File: config.mk
export PLATFORM = sky130hd
export DESIGN_NAME = flash_security_config
export DESIGN_NICKNAME = d
export VERILOG_FILES = /design/src/rtl/flash_sec_pkg.sv /design/src/rtl/pump_control.sv /design/src/rtl/key_compare.sv /design/src/rtl/flash_security_config.sv
export VERILOG_INCLUDE_DIRS = /design/src /design/src/rtl
export SDC_FILE = /design/constraint.sdc
export NUM_CORES = 1
export LEC_CHECK = 0
export BUFFER_PORTS_ARGS = -buffer_cell sky130_fd_sc_hd__buf_2
export CORE_MARGIN = 10
export CORE_UTILIZATION = 32
export DETAILED_ROUTE_END_ITERATION = 10
export MAX_ROUTING_LAYER = met4
export SLEW_MARGIN = 15
export SYNTH_ARGS = -nofsm -noshare
export SYNTH_HDL_FRONTEND = slang
export SYNTH_SLANG_ARGS = --single-unit
File: constraint.sdc
create_clock -name clk_i -period 2.55 [get_ports clk_i]
set_input_delay 0.3825 -clock clk_i [delete_from_list [all_inputs] [get_ports clk_i]]
set_output_delay 0.3825 -clock clk_i [all_outputs]
set_load 0.02 [all_outputs]
File: src/rtl/flash_sec_defines.svh
// Constants for the flash security and configuration block.
// Assumes a byte-wide register view carried on a 32-bit Wishbone bus.
`ifndef FLASH_SEC_DEFINES_SVH
`define FLASH_SEC_DEFINES_SVH

// ----------------------------------------------------------------
// Register byte offsets
// ----------------------------------------------------------------
`define REG_OPTION_OFF   6'h00
`define REG_CONFIG_OFF   6'h04
`define REG_PROTECT_OFF  6'h08
`define REG_STATUS_OFF   6'h0c

// ----------------------------------------------------------------
// Field positions
// ----------------------------------------------------------------
`define OPT_KEY_ALLOW_BIT 7
`define OPT_LAYOUT_BIT    5
`define OPT_SEC_LSB       0
`define CFG_PAGE_BIT      6
`define CFG_KEYWR_BIT     5
`define CFG_WMASK         8'h60
`define STA_PUMP_BIT      0
`define STA_SECURED_BIT   1
`define STA_KEYFILL_BIT   2
`define STA_KEYFAIL_BIT   3

// ----------------------------------------------------------------
// Values
// ----------------------------------------------------------------
`define SEC_OPEN          2'h2
`define CFG_RESET         8'h00
`define KEY_BASE_ADR      13'h1ff6
`define KEY_BYTES         8

`endif

File: src/rtl/flash_sec_pkg.sv
// Types for the flash security and configuration block.
// Assumes the defines header is compiled alongside.
package flash_sec_pkg;

	// Charge pump controller states
	typedef enum logic [1:0] {
		PUMP_OFF,
		PUMP_ON,
		PUMP_HOLD
	} pump_state_t;

	// Two-bit security code
	typedef logic [1:0] sec_code_t;

endpackage

File: src/rtl/pump_control.sv
// Charge pump enable for the flash array.
// Assumes one-cycle command launch and done pulses from the engine.
`timescale 1ns/1ps
module pump_control (
	input  wire logic clk_i,
	input  wire logic rst_i,
	input  wire logic launch_i,
	input  wire logic burst_i,
	input  wire logic done_i,
	input  wire logic next_pending_i,
	output logic      pump_on_o
);

	flash_sec_pkg::pump_state_t state_reg;
	flash_sec_pkg::pump_state_t state_next;

	// ----------------------------------------------------------------
	// Next state
	// ----------------------------------------------------------------
	always_comb begin
		state_next = state_reg;
		case (state_reg)
			flash_sec_pkg::PUMP_OFF: begin
				if (launch_i)
					state_next = flash_sec_pkg::PUMP_ON;
			end
			flash_sec_pkg::PUMP_ON: begin
				if (done_i) begin
					// Burst keeps high voltage between bytes
					if (burst_i && next_pending_i)
						state_next = flash_sec_pkg::PUMP_HOLD;
					else
						state_next = flash_sec_pkg::PUMP_OFF;
				end
			end
			flash_sec_pkg::PUMP_HOLD: begin
				if (launch_i)
					state_next = flash_sec_pkg::PUMP_ON;
				else if (!next_pending_i)
					state_next = flash_sec_pkg::PUMP_OFF;
			end
			default: state_next = flash_sec_pkg::PUMP_OFF;
		endcase
	end

	// State register
	always_ff @(posedge clk_i) begin
		if (rst_i)
			state_reg <= flash_sec_pkg::PUMP_OFF;
		else
			state_reg <= state_next;
	end

	// Pump on in both active states
	always_ff @(posedge clk_i) begin
		if (rst_i)
			pump_on_o <= 1'b0;
		else
			pump_on_o <= (state_next != flash_sec_pkg::PUMP_OFF);
	end

endmodule

File: src/rtl/key_compare.sv
// Backdoor key comparator: collects key bytes, compares once full.
// Assumes stored key arrives as a stable vector, byte 0 in low bits.
`timescale 1ns/1ps
`include "flash_sec_defines.svh"
module key_compare #(
	parameter int NBYTES = `KEY_BYTES
) (
	input  wire logic                   clk_i,
	input  wire logic                   rst_i,
	input  wire logic                   wr_i,
	input  wire logic [2:0]             idx_i,
	input  wire logic [7:0]             data_i,
	input  wire logic [NBYTES*8-1:0]    stored_key_i,
	output logic                        match_o,
	output logic                        fail_o,
	output logic                        full_o
);

	logic [7:0]        key_reg [NBYTES];
	logic [NBYTES-1:0] fill_reg;
	logic              all_filled;
	logic              same;

	assign all_filled = &fill_reg;
	assign full_o     = all_filled;

	// Byte storage
	always_ff @(posedge clk_i) begin
		if (wr_i)
			key_reg[idx_i] <= data_i;
	end

	// Fill tracking, cleared after each compare
	always_ff @(posedge clk_i) begin
		if (rst_i || all_filled)
			fill_reg <= '0;
		else if (wr_i)
			fill_reg[idx_i] <= 1'b1;
	end

	// Byte-wise equality
	always_comb begin
		same = 1'b1;
		for (int i = 0; i < NBYTES; i++)
			if (key_reg[i] != stored_key_i[i*8 +: 8])
				same = 1'b0;
	end

	// One-cycle result pulses
	always_ff @(posedge clk_i) begin
		if (rst_i) begin
			match_o <= 1'b0;
			fail_o  <= 1'b0;
		end else begin
			match_o <= all_filled && same;
			fail_o  <= all_filled && !same;
		end
	end

endmodule

File: src/rtl/flash_security_config.sv
// Flash and EEPROM security and configuration control.
// Assumes a Wishbone classic master and a byte CPU access port on clk_i.
//
// Summary of operation
// Burst programming keeps array high voltage on between bytes.
// Normal command turns charge pump on while running, off when done.
// Sector mode bit 5 picks split (4-byte) or whole-page (8-byte) layout.
// Only security code 1:0 is unsecured; all others are secured.
// While secured, block memory access from any unsecured source or debug.
// Key match or blank check pass forces security code to 1:0.
// Page select bit 6 picks foreground EEPROM page; other is hidden.
// Key enable clear: key-range writes start a program or erase command.
// Key enable bit 5 set: key-range writes go to key comparator.
// Reset copies stored protect and option bytes to working registers.
// Backdoor key unlocks only when stored key-allow bit is 1.
// Key bytes come only from secure code, never from debug.
// Software should launch next burst byte early to keep pump on.
`timescale 1ns/1ps
`include "flash_sec_defines.svh"
module flash_security_config #(
	parameter int KEYN = `KEY_BYTES
) (
	input  wire logic                 clk_i,
	input  wire logic                 rst_i,
	// Wishbone classic slave
	input  wire logic                 wb_cyc_i,
	input  wire logic                 wb_stb_i,
	input  wire logic                 wb_we_i,
	input  wire logic [5:0]           wb_adr_i,
	input  wire logic [3:0]           wb_sel_i,
	input  wire logic [31:0]          wb_dat_i,
	output logic [31:0]               wb_dat_o,
	output logic                      wb_ack_o,
	output logic                      wb_err_o,
	// Nonvolatile contents
	input  wire logic [7:0]           stored_option_byte_i,
	input  wire logic [7:0]           stored_protect_byte_i,
	input  wire logic [KEYN*8-1:0]    backdoor_compare_key_i,
	// CPU memory access
	input  wire logic                 cpu_valid_i,
	input  wire logic                 cpu_we_i,
	input  wire logic [15:0]          cpu_adr_i,
	input  wire logic [7:0]           cpu_dat_i,
	input  wire logic                 cpu_secure_src_i,
	input  wire logic                 cpu_debug_i,
	input  wire logic                 cpu_mem_hit_i,
	output logic                      access_block_o,
	// Command engine
	output logic                      cmd_first_write_o,
	output logic [15:0]               cmd_adr_o,
	output logic [7:0]                cmd_dat_o,
	input  wire logic                 cmd_launch_i,
	input  wire logic                 cmd_burst_i,
	input  wire logic                 cmd_done_i,
	input  wire logic                 cmd_next_pending_i,
	input  wire logic                 blank_ok_i,
	output logic                      pump_on_o,
	// EEPROM mapping and security state
	output logic                      eeprom_page_pick_o,
	output logic                      eeprom_page_layout_o,
	output logic                      secured_o
);

	// ----------------------------------------------------------------
	// Working registers
	// ----------------------------------------------------------------
	logic [7:0]               option_working_reg;
	logic [7:0]               protect_working_reg;
	logic [7:0]               memory_config_reg;
	logic                     load_pend_reg;
	logic                     key_fail_reg;
	flash_sec_pkg::sec_code_t lock_state_code;

	logic wb_req;
	logic wb_wr;
	logic adr_mapped;
	logic key_hit;
	logic key_wr;
	logic key_match;
	logic key_fail;
	logic key_full;
	logic key_write_enable;
	logic backdoor_key_allow;
	logic unlock;

	assign lock_state_code = option_working_reg[`OPT_SEC_LSB +: 2];
	assign key_write_enable = memory_config_reg[`CFG_KEYWR_BIT];
	assign backdoor_key_allow = option_working_reg[`OPT_KEY_ALLOW_BIT];

	// Security decode
	assign secured_o = (lock_state_code != `SEC_OPEN);

	// ----------------------------------------------------------------
	// Wishbone slave
	// ----------------------------------------------------------------
	// Request and decode
	assign wb_req = wb_cyc_i && wb_stb_i && !wb_ack_o && !wb_err_o;
	assign wb_wr  = wb_req && wb_we_i;
	always_comb begin
		case (wb_adr_i)
			`REG_OPTION_OFF,
			`REG_CONFIG_OFF,
			`REG_PROTECT_OFF,
			`REG_STATUS_OFF: adr_mapped = 1'b1;
			default:         adr_mapped = 1'b0;
		endcase
	end

	// Answer one cycle after request, dropped the next cycle
	always_ff @(posedge clk_i) begin
		if (rst_i) begin
			wb_ack_o <= 1'b0;
			wb_err_o <= 1'b0;
		end else begin
			wb_ack_o <= wb_req && adr_mapped;
			wb_err_o <= wb_req && !adr_mapped;
		end
	end

	// Read data
	always_ff @(posedge clk_i) begin
		if (rst_i)
			wb_dat_o <= 32'h0000_0000;
		else if (wb_req) begin
			wb_dat_o <= 32'h0000_0000;
			case (wb_adr_i)
				`REG_OPTION_OFF:  wb_dat_o[7:0] <= option_working_reg;
				`REG_CONFIG_OFF:  wb_dat_o[7:0] <= memory_config_reg;
				`REG_PROTECT_OFF: wb_dat_o[7:0] <= protect_working_reg;
				`REG_STATUS_OFF: begin
					wb_dat_o[`STA_PUMP_BIT]    <= pump_on_o;
					wb_dat_o[`STA_SECURED_BIT] <= secured_o;
					wb_dat_o[`STA_KEYFILL_BIT] <= key_full;
					wb_dat_o[`STA_KEYFAIL_BIT] <= key_fail_reg;
				end
				default: wb_dat_o <= 32'h0000_0000;
			endcase
		end
	end

	// Configuration register, only page and key bits writable
	always_ff @(posedge clk_i) begin
		if (rst_i)
			memory_config_reg <= `CFG_RESET;
		else if (wb_wr && wb_sel_i[0] && wb_adr_i == `REG_CONFIG_OFF)
			memory_config_reg <= wb_dat_i[7:0] & `CFG_WMASK;
	end

	// ----------------------------------------------------------------
	// Reset load of working registers
	// ----------------------------------------------------------------
	// Load pending flag, taken the cycle after reset release
	always_ff @(posedge clk_i) begin
		if (rst_i)
			load_pend_reg <= 1'b1;
		else
			load_pend_reg <= 1'b0;
	end

	// Protect copy
	always_ff @(posedge clk_i) begin
		if (rst_i)
			protect_working_reg <= 8'h00;
		else if (load_pend_reg)
			protect_working_reg <= stored_protect_byte_i;
	end

	// Option copy and unlock override
	assign unlock = (key_match && backdoor_key_allow)
			|| blank_ok_i;
	always_ff @(posedge clk_i) begin
		if (rst_i)
			option_working_reg <= 8'h00;
		else if (load_pend_reg)
			option_working_reg <= stored_option_byte_i;
		else if (unlock)
			option_working_reg[`OPT_SEC_LSB +: 2] <= `SEC_OPEN;
	end

	// ----------------------------------------------------------------
	// CPU access routing
	// ----------------------------------------------------------------
	// Block array access from untrusted masters while secured
	assign access_block_o = secured_o && cpu_valid_i && cpu_mem_hit_i
			&& (!cpu_secure_src_i || cpu_debug_i);

	// Key window decode
	assign key_hit = cpu_valid_i && cpu_we_i
			&& (cpu_adr_i[15:3] == `KEY_BASE_ADR);

	// Key bytes only from secure code, never debug
	assign key_wr = key_hit && key_write_enable
			&& cpu_secure_src_i && !cpu_debug_i;

	// Command engine first write
	always_ff @(posedge clk_i) begin
		if (rst_i) begin
			cmd_first_write_o <= 1'b0;
			cmd_adr_o         <= 16'h0000;
			cmd_dat_o         <= 8'h00;
		end else begin
			cmd_first_write_o <= key_hit && !key_write_enable;
			if (key_hit && !key_write_enable) begin
				cmd_adr_o <= cpu_adr_i;
				cmd_dat_o <= cpu_dat_i;
			end
		end
	end

	// Key compare result, sticky until next good match or reset
	always_ff @(posedge clk_i) begin
		if (rst_i || key_match)
			key_fail_reg <= 1'b0;
		else if (key_fail)
			key_fail_reg <= 1'b1;
	end

	key_compare #(
		.NBYTES (KEYN)
	) u_key (
		.clk_i        (clk_i),
		.rst_i        (rst_i),
		.wr_i         (key_wr),
		.idx_i        (cpu_adr_i[2:0]),
		.data_i       (cpu_dat_i),
		.stored_key_i (backdoor_compare_key_i),
		.match_o      (key_match),
		.fail_o       (key_fail),
		.full_o       (key_full)
	);

	// ----------------------------------------------------------------
	// Charge pump and EEPROM mapping
	// ----------------------------------------------------------------
	pump_control u_pump (
		.clk_i          (clk_i),
		.rst_i          (rst_i),
		.launch_i       (cmd_launch_i),
		.burst_i        (cmd_burst_i),
		.done_i         (cmd_done_i),
		.next_pending_i (cmd_next_pending_i),
		.pump_on_o      (pump_on_o)
	);

	// Page pick from configuration register, layout from option working register
	always_ff @(posedge clk_i) begin
		if (rst_i) begin
			eeprom_page_pick_o   <= 1'b0;
			eeprom_page_layout_o <= 1'b0;
		end else begin
			eeprom_page_pick_o   <= memory_config_reg[`CFG_PAGE_BIT];
			eeprom_page_layout_o <= option_working_reg[`OPT_LAYOUT_BIT];
		end
	end

endmodule

==> results.py, run 1 <==
metrics = {
    "outcome": {
        "status": "completed",
    },
    "pwr": {
        "seqPwrFrac_pct": 46.8,
        "clkPwrFrac_pct": 46.6,
        "power.leakage_nw": 2.95,
        "p_comb_share_pct": 6.5,
        "pwr_density_cell_nw_per_um2": 688,
        "p_sw_share_pct": 22.8,
        "power_switching_w": 0.00111,
        "irDropWorstVdd_mv": 0.431,
        "p_int_w": 0.00377,
    },
    "global_route": {
        "grt_max_degree": 30,
        "grt_pass1_wl_um": 22600,
        "globalRouteOverflowTotal": 0,
        "grt_pass1_vias": 4181,
        "grt_use_total_pct": 13.4,
        "antenna_found_initial": 0,
    },
    "sta": {
        "tns_ns": 0,
        "max_freq_ghz": 0.463,
        "slew_headroom_pct": 54.6,
        "worst_pin_slew_ns": 0.680,
        "min_period_over_period_pct": 84.7,
        "finalHoldViolCount": 0,
        "finalCriticalPeriod_ns": 2.16,
        "setup_viol": 0,
        "fin_skew_ns": 0.0107,
        "final_max_slew_viol_count": 0,
        "rsz0062_at_grt": "false",
    },
    "clock_tree": {
        "cts_tree": "yes",
        "clkTransAtPathRegs_ns": 0.06,
        "clockBufferDepth": 2,
        "worstSkewPairLatency_ns": 0.42,
        "cts_hold_buf": 0,
        "cts.sinks": 134,
        "root_buffer": "clkbuf_16",
        "ctsResizeCount": 0,
        "postCtsSetupBuffers": 0,
        "htreeDepth": 4,
        "numCtsBuffers": 17,
    },
    "yosys": {
        "synth_edf_count": 64,
        "yosys-top-cells-area": "edfxtp_1 35%, dfxtp_1 26%, xor2_1 10%, mux2i_1 6.4%, nor2_1 4.4%",
        "ys_seq_area_share_pct": 61.1,
        "synth.avg_cell_area_um2": 12.1,
        "ys_seq_elements": 134,
        "async_reset_ff_share_pct": 0,
        "synth_top_area_share_pct": 35.3,
        "ys_types": 38,
        "yosys_warnings": 0,
        "synth_area_leader_cell": "edfxtp_1",
        "syn_inst": 451,
        "netlist_area_um2": 5440,
        "synthFlopType": "dfxtp_1",
    },
    "worst_setup_path": {
        "crit_top_cell": "nor4_1",
        "r2r_slack_ns": 0.39,
        "reg2reg_from": "u_key.key_reg[1][2]",
        "cp.required_ns": 2.88,
        "crit_cells": 6,
        "crit_fanout": 2,
        "critical-path-top-delay-family": "simple AND/OR/NAND/NOR gates",
        "crit_path_top_delay_cell": "nor4_1",
        "crit_start": "u_key.key_reg[1][2]",
        "endpoint_kind": "flip-flop",
        "worst_ep_arrival_time_ns": 2.49,
        "crit_type": "flip-flop to flip-flop",
        "critPathBufInv": 1,
        "r2r_cells": 6,
        "cp_cell_sequence": "xor2_1 > nor4_1 > nand4_1 > nor4_1 > buf_4 > nor3b_1",
        "rr_endpoint": "u_key.match_o",
        "cp_slowest_stage_delay_ns": 0.60,
        "worstSetupStartpointType": "flip-flop",
        "setup.worst_path.end": "u_key.match_o",
    },
    "die": {
        "start_util_pct": 32.7,
        "coreArea_um2": 16600,
        "die_h_um": 150,
        "num_rows": 47,
        "die_w_um": 150,
        "io_pins": 225,
        "die_area_um2": 22600,
    },
    "routing": {
        "wl_per_cell_um": 17.3,
        "via_per_inst": 4.54,
        "wl_um": 15100,
        "drtIter0Drc": 121,
        "antenna_violating_nets_post_route": 0,
        "routed-via-count": 3940,
        "drc_errors": 0,
        "drt_pre_antenna_iters": 5,
    },
    "placed_design": {
        "io_buffers": 167,
        "hpwl_um": 11500,
        "gp_congestion": 0.835,
    },
    "final_layout": {
        "layout.nets": 796,
        "mostFrequentLayoutCells": "167 x buf_2, 70 x dfxtp_1, 64 x nor2_1, 64 x xor2_1, 64 x edfxtp_1",
        "diodes": 0,
        "fin_util_pct": 42.7,
        "multi_input_area_um2": 1980,
        "final_common_cell": "buf_2",
        "fillers": 1577,
        "area_growth_pct": 30.6,
        "largest_register_ffs": 64,
        "regArea_um2": 3320,
        "drive_above_1_share_pct": 34.6,
    },
    "run": {
        "maxCapViolations": 0,
    },
    "hold_path": {
        "hp-class": "primary input to flip-flop",
        "hold_path_depth": 3,
    },
}
power by group through the flow:
stage	Combinational, W	Sequential (W)	Clock (W)
after floorplan	0.000179	0.00233	0
after global placement	0.000310	0.00233	0
after detailed placement	0.000320	0.00233	0
after CTS	0.000321	0.00229	0.00233
after global routing	0.000351	0.00229	0.00243
final	0.000319	0.00229	0.00228
worst min-delay path: stages:
cell and delay [ns]:
buf_2 0.07, mux2i_1 0.05, nor2_1 0.07
metal layers:
layer | vias to the layer above | GRT usage [%] | wire length [µm]
met1 | 1861 | 15.4 | 6410
met3 | 11 | 5.43 | 1370
met5 | - | - | 0
met4 | 0 | 3.16 | 121
li1 | 1921 | - | -
met2 | 147 | 21.5 | 7150
worst min-delay path by stage:
stage | start | endpoint | slack, ns
final | stored_option_byte_i[4] | option_working_reg[4] | 0.20
after global routing | stored_protect_byte_i[6] | protect_working_reg[6] | 0.20
after CTS | stored_protect_byte_i[7] | protect_working_reg[7] | 0.19
after detailed placement | u_key.match_o | key_fail_reg | 0.45
after global placement | u_key.fill_reg[5] | u_key.fill_reg[5] | 0.45
after floorplan | u_key.match_o | key_fail_reg | 0.40
area by class of cell:
type                       instances  share of cell area [%]
timing repair buffer             183                    13.5
tap                              220                    3.88
clock buffer                      21                    6.34
multi-input combinational        295                    27.8
clock inverter                    11                    1.45
sequential                       134                    46.8
inverter                           4                   0.211
through the flow:
| step | instances | hold slack, ns | power (W) | area (µm²) | setup WS [ns] |
|---|---|---|---|---|---|
| after floorplan | 474 | 0.398 | 0.00251 | 5530 | 0.0409 |
| after CTS | 868 | 0.188 | 0.00494 | 7100 | 0.318 |
| after detailed placement | 836 | 0.445 | 0.00265 | 6550 | 0.256 |
| after global placement | 836 | 0.446 | 0.00264 | 6550 | 0.210 |
| final | 868 | 0.201 | 0.00489 | 7100 | 0.391 |
| after global routing | 868 | 0.201 | 0.00507 | 7100 | 0.157 |
synthesized netlist by cell type, types with 2 or more instances:
| cell | count |
|---|---|
| dfxtp_1 | 70 |
| edfxtp_1 | 64 |
| nor2_1 | 64 |
| xor2_1 | 64 |
| mux2i_1 | 35 |
| nor4_1 | 26 |
| buf_4 | 24 |
| clkbuf_1 | 13 |
| nand2_1 | 11 |
| nand4_1 | 8 |
| o21a_1 | 8 |
| a22oi_1 | 6 |
| nor3_1 | 6 |
| nand3_1 | 5 |
| nor2b_1 | 5 |
| inv_1 | 4 |
| nand2b_1 | 4 |
| nor3b_1 | 4 |
| o21ai_0 | 4 |
| a21oi_1 | 3 |
| a221oi_1 | 2 |
| buf_1 | 2 |
| nand4b_1 | 2 |
| nor4b_1 | 2 |
| or2_2 | 2 |
kinds of logic (layout without fill, tap and decap cells):
| kind of cell | Yosys count | in the layout | synth area share (%) |
|---|---|---|---|
| AO/OA/AOI/OAI | 27 | 27 | 3.45 |
| XOR/XNOR | 64 | 64 | 10.3 |
| buffers and inverters | 45 | 219 | 4.92 |
| flip-flops | 134 | 134 | 61.1 |
| multiplexers | 35 | 35 | 6.44 |
| other | 1 | 24 | 0.0690 |
| AND/OR/NAND/NOR | 145 | 145 | 13.7 |
Power figures use the tool's default switching activity.
==> run 2, diff against run 1 <==
==> constraint.sdc (replaced) <==
create_clock -name clk_i -period 2.2 [get_ports clk_i]
set_input_delay 0.33 -clock clk_i [delete_from_list [all_inputs] [get_ports clk_i]]
set_output_delay 0.33 -clock clk_i [all_outputs]
set_load 0.02 [all_outputs]
==> results.py, run 2 (synthesis results as in run 1) <==
metrics = {
    "outcome": {
        "status": "completed",
    },
    "worst_setup_path": {
        "critPathBufInv": 1,
        "worstSetupStartpointType": "flip-flop",
        "crit_path_top_delay_cell": "nor4_2",
        "crit_start": "u_key.key_reg[5][6]",
        "endpoint_kind": "flip-flop",
        "cp_cell_sequence": "xor2_1 > nor4_1 > nand4_1 > nor4_2 > buf_4 > nor3b_1",
        "crit_fanout": 2,
        "r2r_slack_ns": 0.21,
        "cp_slowest_stage_delay_ns": 0.44,
        "setup.worst_path.end": "u_key.match_o",
        "crit_cells": 6,
        "r2r_cells": 6,
        "reg2reg_from": "u_key.key_reg[5][6]",
        "rr_endpoint": "u_key.match_o",
        "critical-path-top-delay-family": "simple AND/OR/NAND/NOR gates",
        "worst_ep_arrival_time_ns": 2.33,
        "cp.required_ns": 2.53,
        "crit_type": "flip-flop to flip-flop",
    },
    "global_route": {
        "globalRouteOverflowTotal": 0,
        "grt_use_met3_pct": 5.13,
        "grt_pass1_wl_um": 22200,
        "grt_max_degree": 29,
        "antenna_found_initial": 0,
        "grt_use_total_pct": 13.0,
        "grtUsageMet2_pct": 20.5,
        "busiest_layer": "met2",
        "use_met1_pct": 15.4,
        "grt_pass1_vias": 4181,
    },
    "die": {
        "start_util_pct": 32.7,
        "num_rows": 47,
        "die_h_um": 150,
        "coreArea_um2": 16600,
        "die_w_um": 150,
        "die_area_um2": 22600,
        "io_pins": 225,
    },
    "sta": {
        "fin_skew_ns": 0.00818,
        "max_freq_ghz": 0.501,
        "rsz0062_at_grt": "false",
        "final_max_slew_viol_count": 0,
        "slew_headroom_pct": 64.4,
        "setup_slack_ns": 0.206,
        "min_period_over_period_pct": 90.7,
        "setup_viol": 0,
        "finalCriticalPeriod_ns": 1.99,
        "worst_pin_slew_ns": 0.534,
        "finalHoldViolCount": 0,
    },
    "clock_tree": {
        "cts_hold_buf": 0,
        "cts_tree": "yes",
        "clockBufferDepth": 2,
        "root_buffer": "clkbuf_16",
        "worstSkewPairLatency_ns": 0.41,
        "htreeDepth": 4,
        "cts.sinks": 134,
        "numCtsBuffers": 17,
        "clkTransAtPathRegs_ns": 0.06,
    },
    "final_layout": {
        "diodes": 0,
        "fin_cells": 869,
        "layout.nets": 798,
        "largest_register_ffs": 64,
        "drive_above_1_share_pct": 34.8,
        "mostFrequentLayoutCells": "167 x buf_2, 70 x dfxtp_1, 64 x nor2_1, 64 x xor2_1, 64 x edfxtp_1",
        "finalInstanceArea_um2": 7140,
        "final_common_cell": "buf_2",
        "area_growth_pct": 31.4,
    },
    "routing": {
        "drc_errors": 0,
        "drtIter0Drc": 167,
        "via_per_inst": 4.47,
        "wl_um": 14600,
        "drt_pre_antenna_iters": 4,
        "routed-via-count": 3885,
        "wl_per_cell_um": 16.8,
        "antenna_violating_nets_post_route": 0,
    },
    "placed_design": {
        "hpwl_um": 11400,
        "placed_cells": 838,
        "dp_slack_ns": -0.0203,
        "gp_congestion": 0.816,
        "io_buffers": 167,
        "dpl_cell_area_um2": 6570,
    },
    "pwr": {
        "total_power_w": 0.00573,
        "pwr_density_cell_nw_per_um2": 802,
        "irDropWorstVdd_mv": 0.522,
        "power.leakage_nw": 2.96,
    },
    "run": {
        "maxCapViolations": 0,
    },
    "hold_path": {
        "hp-class": "primary input to flip-flop",
    },
}
[run 2: power by group]
group	total [W]	internal (W)	switching [W]
combinational	0.000370	0.000156	0.000214
sequential	0.00265	0.00263	0.0000166
clock	0.00271	0.00166	0.00105
[run 2: through the flow]
step | hold slack [ns] | setup TNS [ns] | util, %
6_report | 0.151 | 0 | 42.9
5_1_grt | 0.132 | 0 | 42.9
4_1_cts | 0.136 | 0 | 42.9
3_3_place_gp | 0.446 | -0.0717 | 39.5
2_1_floorplan | 0.358 | -12.89 | -
3_5_place_dp | 0.453 | -0.0203 | 39.5
[run 2: per-layer routing]
layer,up-vias,share of wire (%)
li1,1920,-
met1,1808,45
met3,6,8.5
met4,0,0.46
met5,-,0
met2,151,46
[run 2: how the worst min path moves through the flow]
stage	depth (start not counted)	slack (ns)	to	start
2_1_floorplan	0	0.36	load_pend_reg	rst_i
3_3_place_gp	1	0.45	u_key.fill_reg[5]	u_key.fill_reg[5]
3_5_place_dp	2	0.45	wb_dat_o[1]	wb_dat_o[1]
4_1_cts	3	0.14	protect_working_reg[4]	stored_protect_byte_i[4]
5_1_grt	3	0.13	protect_working_reg[4]	stored_protect_byte_i[4]
6_report	3	0.15	option_working_reg[7]	stored_option_byte_i[7]
[run 2: cell type report]
| cell class | count | area (µm²) |
|---|---|---|
| clock inverters | 12 | 131 |
| multi-input cells | 295 | 1980 |
| repair buffers | 185 | 983 |
| clock buffers | 19 | 433 |
| well taps | 220 | 275 |
| inverters | 4 | 15.0 |
| flip-flops and latches | 134 | 3320 |
| fillers | 1575 | 9500 |
[run 2: worst register-to-register path, cell delays in order (launching register included)]
cell	delay [ns]
edfxtp_1	0.43
xor2_1	0.17
nor4_1	0.38
nand4_1	0.17
nor4_2	0.44
buf_4	0.19
nor3b_1	0.15
[run 2: timing repair]
action | CTS | global route
endpoints found under the setup margin | 0 | 2
setup buffers | 0 | 0
resized for setup | 0 | 1
==> run 3, diff against run 2 <==
--- a/config.mk
+++ b/config.mk
@@ -9,6 +9,7 @@
 export BUFFER_PORTS_ARGS = -buffer_cell sky130_fd_sc_hd__buf_2
 export CORE_MARGIN = 10
 export CORE_UTILIZATION = 32
+export CTS_CLUSTER_DIAMETER = 200
 export DETAILED_ROUTE_END_ITERATION = 10
 export MAX_ROUTING_LAYER = met4
 export SLEW_MARGIN = 15
==> constraint.sdc (replaced) <==
create_clock -name clk_i -period 2.16 [get_ports clk_i]
set_input_delay 0.324 -clock clk_i [delete_from_list [all_inputs] [get_ports clk_i]]
set_output_delay 0.324 -clock clk_i [all_outputs]
set_load 0.02 [all_outputs]
==> results.py, run 3 (synthesis results as in run 1) <==
metrics = {
    "worst_setup_path": {
        "reg2reg_from": "u_key.key_reg[5][6]",
        "crit_fanout": 2,
        "rr_endpoint": "u_key.match_o",
        "r2r_slack_ns": 0.15,
        "cp_slowest_stage_delay_ns": 0.47,
        "r2r_cells": 6,
        "cp_cell_sequence": "xor2_1 > nor4_1 > nand4_1 > nor4_2 > buf_4 > nor3b_1",
        "crit_type": "flip-flop to flip-flop",
        "endpoint_kind": "flip-flop",
        "crit_start": "u_key.key_reg[5][6]",
        "crit_cells": 6,
        "cp.required_ns": 2.48,
        "worstSetupStartpointType": "flip-flop",
        "crit_path_top_delay_cell": "nor4_2",
        "critPathBufInv": 1,
        "setup.worst_path.end": "u_key.match_o",
        "worst_ep_arrival_time_ns": 2.34,
        "critical-path-top-delay-family": "simple AND/OR/NAND/NOR gates",
    },
    "global_route": {
        "globalRouteOverflowTotal": 0,
        "grt_pass1_wl_um": 22200,
        "grt_use_total_pct": 13.1,
        "grt_pass1_vias": 4141,
        "grt_max_degree": 30,
        "antenna_found_initial": 0,
    },
    "hold_path": {
        "hold_path_depth": 3,
        "hp-class": "primary input to flip-flop",
        "min_from": "stored_protect_byte_i[4]",
    },
    "sta": {
        "min_period_over_period_pct": 93.3,
        "fin_skew_ns": 0.00933,
        "rsz0062_at_grt": "false",
        "setup_slack_ns": 0.145,
        "finalCriticalPeriod_ns": 2.01,
        "final_max_slew_viol_count": 0,
        "tns_ns": 0,
        "setup_viol": 0,
        "max_freq_ghz": 0.496,
        "slew_headroom_pct": 62.3,
        "worst_pin_slew_ns": 0.565,
        "finalHoldViolCount": 0,
    },
    "routing": {
        "wl_um": 14800,
        "antenna_violating_nets_post_route": 0,
        "routed-via-count": 3902,
        "wl_per_cell_um": 17.0,
        "drtIter0Drc": 172,
        "via_per_inst": 4.49,
        "drt_pre_antenna_iters": 4,
        "drc_errors": 0,
    },
    "placed_design": {
        "dp_slack_ns": -0.0596,
        "gp_congestion": 0.828,
        "hpwl_um": 11400,
        "io_buffers": 167,
    },
    "final_layout": {
        "mostFrequentLayoutCells": "167 x buf_2, 70 x dfxtp_1, 64 x nor2_1, 64 x xor2_1, 64 x edfxtp_1",
        "fillers": 1601,
        "area_growth_pct": 31.7,
        "drive_above_1_share_pct": 35.1,
        "layout.nets": 798,
        "multi_input_area_um2": 1980,
        "final_common_cell": "buf_2",
        "largest_register_ffs": 64,
        "regArea_um2": 3320,
        "fin_util_pct": 43.0,
        "diodes": 0,
    },
    "clock_tree": {
        "clkTransAtPathRegs_ns": 0.06,
        "root_buffer": "clkbuf_16",
        "postCtsSetupBuffers": 0,
        "numCtsBuffers": 17,
        "worstSkewPairLatency_ns": 0.41,
        "cts_tree": "yes",
        "htreeDepth": 4,
        "clockBufferDepth": 2,
        "cts.sinks": 134,
    },
    "run": {
        "maxCapViolations": 0,
    },
    "die": {
        "io_pins": 225,
        "die_area_um2": 22600,
        "die_w_um": 150,
        "coreArea_um2": 16600,
        "die_h_um": 150,
        "num_rows": 47,
        "start_util_pct": 32.7,
    },
    "outcome": {
        "status": "completed",
    },
    "pwr": {
        "clkPwrFrac_pct": 47.5,
        "p_comb_share_pct": 6.5,
        "power.leakage_nw": 2.98,
        "p_sw_share_pct": 22.0,
        "power_switching_w": 0.00129,
        "seqPwrFrac_pct": 46.0,
        "irDropWorstVdd_mv": 0.468,
        "p_int_w": 0.00457,
        "pwr_density_cell_nw_per_um2": 818,
    },
}
==> run 3: layout make-up <==
type | count | share of cell area, %
sequential | 134 | 46.4
multi-input combinational | 295 | 27.7
timing repair buffer | 185 | 13.7
clock buffer | 23 | 6.85
tap | 220 | 3.84
clock inverter | 9 | 1.29
inverter | 4 | 0.210
==> run 3: how the worst min path moves through the flow <==
stage	slack [ns]	end
2_1_floorplan	0.35	load_pend_reg
3_3_place_gp	0.45	u_key.fill_reg[5]
3_5_place_dp	0.45	wb_dat_o[1]
4_1_cts	0.13	protect_working_reg[4]
5_1_grt	0.15	option_working_reg[7]
6_report	0.15	protect_working_reg[4]
==> run 3: what timing repair did <==
action                                  in CTS  in global routing
gates resized for setup                      1                  0
endpoints found under the setup margin       1                  0
hold buffers                                 0                  0
==> run 3: power by group through the flow <==
| stage | Sequential (W) | Combinational [W] | Clock [W] |
|---|---|---|---|
| 3_3_place_gp | 0.00275 | 0.000372 | 0 |
| 2_1_floorplan | 0.00275 | 0.000211 | 0 |
| 6_report | 0.00270 | 0.000383 | 0.00278 |
| 5_1_grt | 0.00270 | 0.000421 | 0.00298 |
| 4_1_cts | 0.00270 | 0.000384 | 0.00286 |
| 3_5_place_dp | 0.00275 | 0.000382 | 0 |
==> run 3: through the flow <==
step | power (W) | hold slack [ns] | instances | area (µm²)
6_report | 0.00586 | 0.149 | 870 | 7160
5_1_grt | 0.00609 | 0.148 | 870 | 7160
4_1_cts | 0.00594 | 0.135 | 870 | 7160
3_5_place_dp | 0.00313 | 0.451 | 838 | 6570
3_3_place_gp | 0.00312 | 0.446 | 838 | 6570
2_1_floorplan | 0.00296 | 0.352 | 474 | 5530
==> run 3: layer usage <==
layer,vias up,GRT usage [%],wire [µm]
met5,-,-,0
met4,0,4.32,172
met3,12,4.65,1340
met2,164,20.6,6950
met1,1804,15.4,6360
li1,1922,-,-
==> run 3: worst min-delay path: stages <==
cell	delay, ns
buf_2	0.07
mux2i_1	0.05
nor2_1	0.07
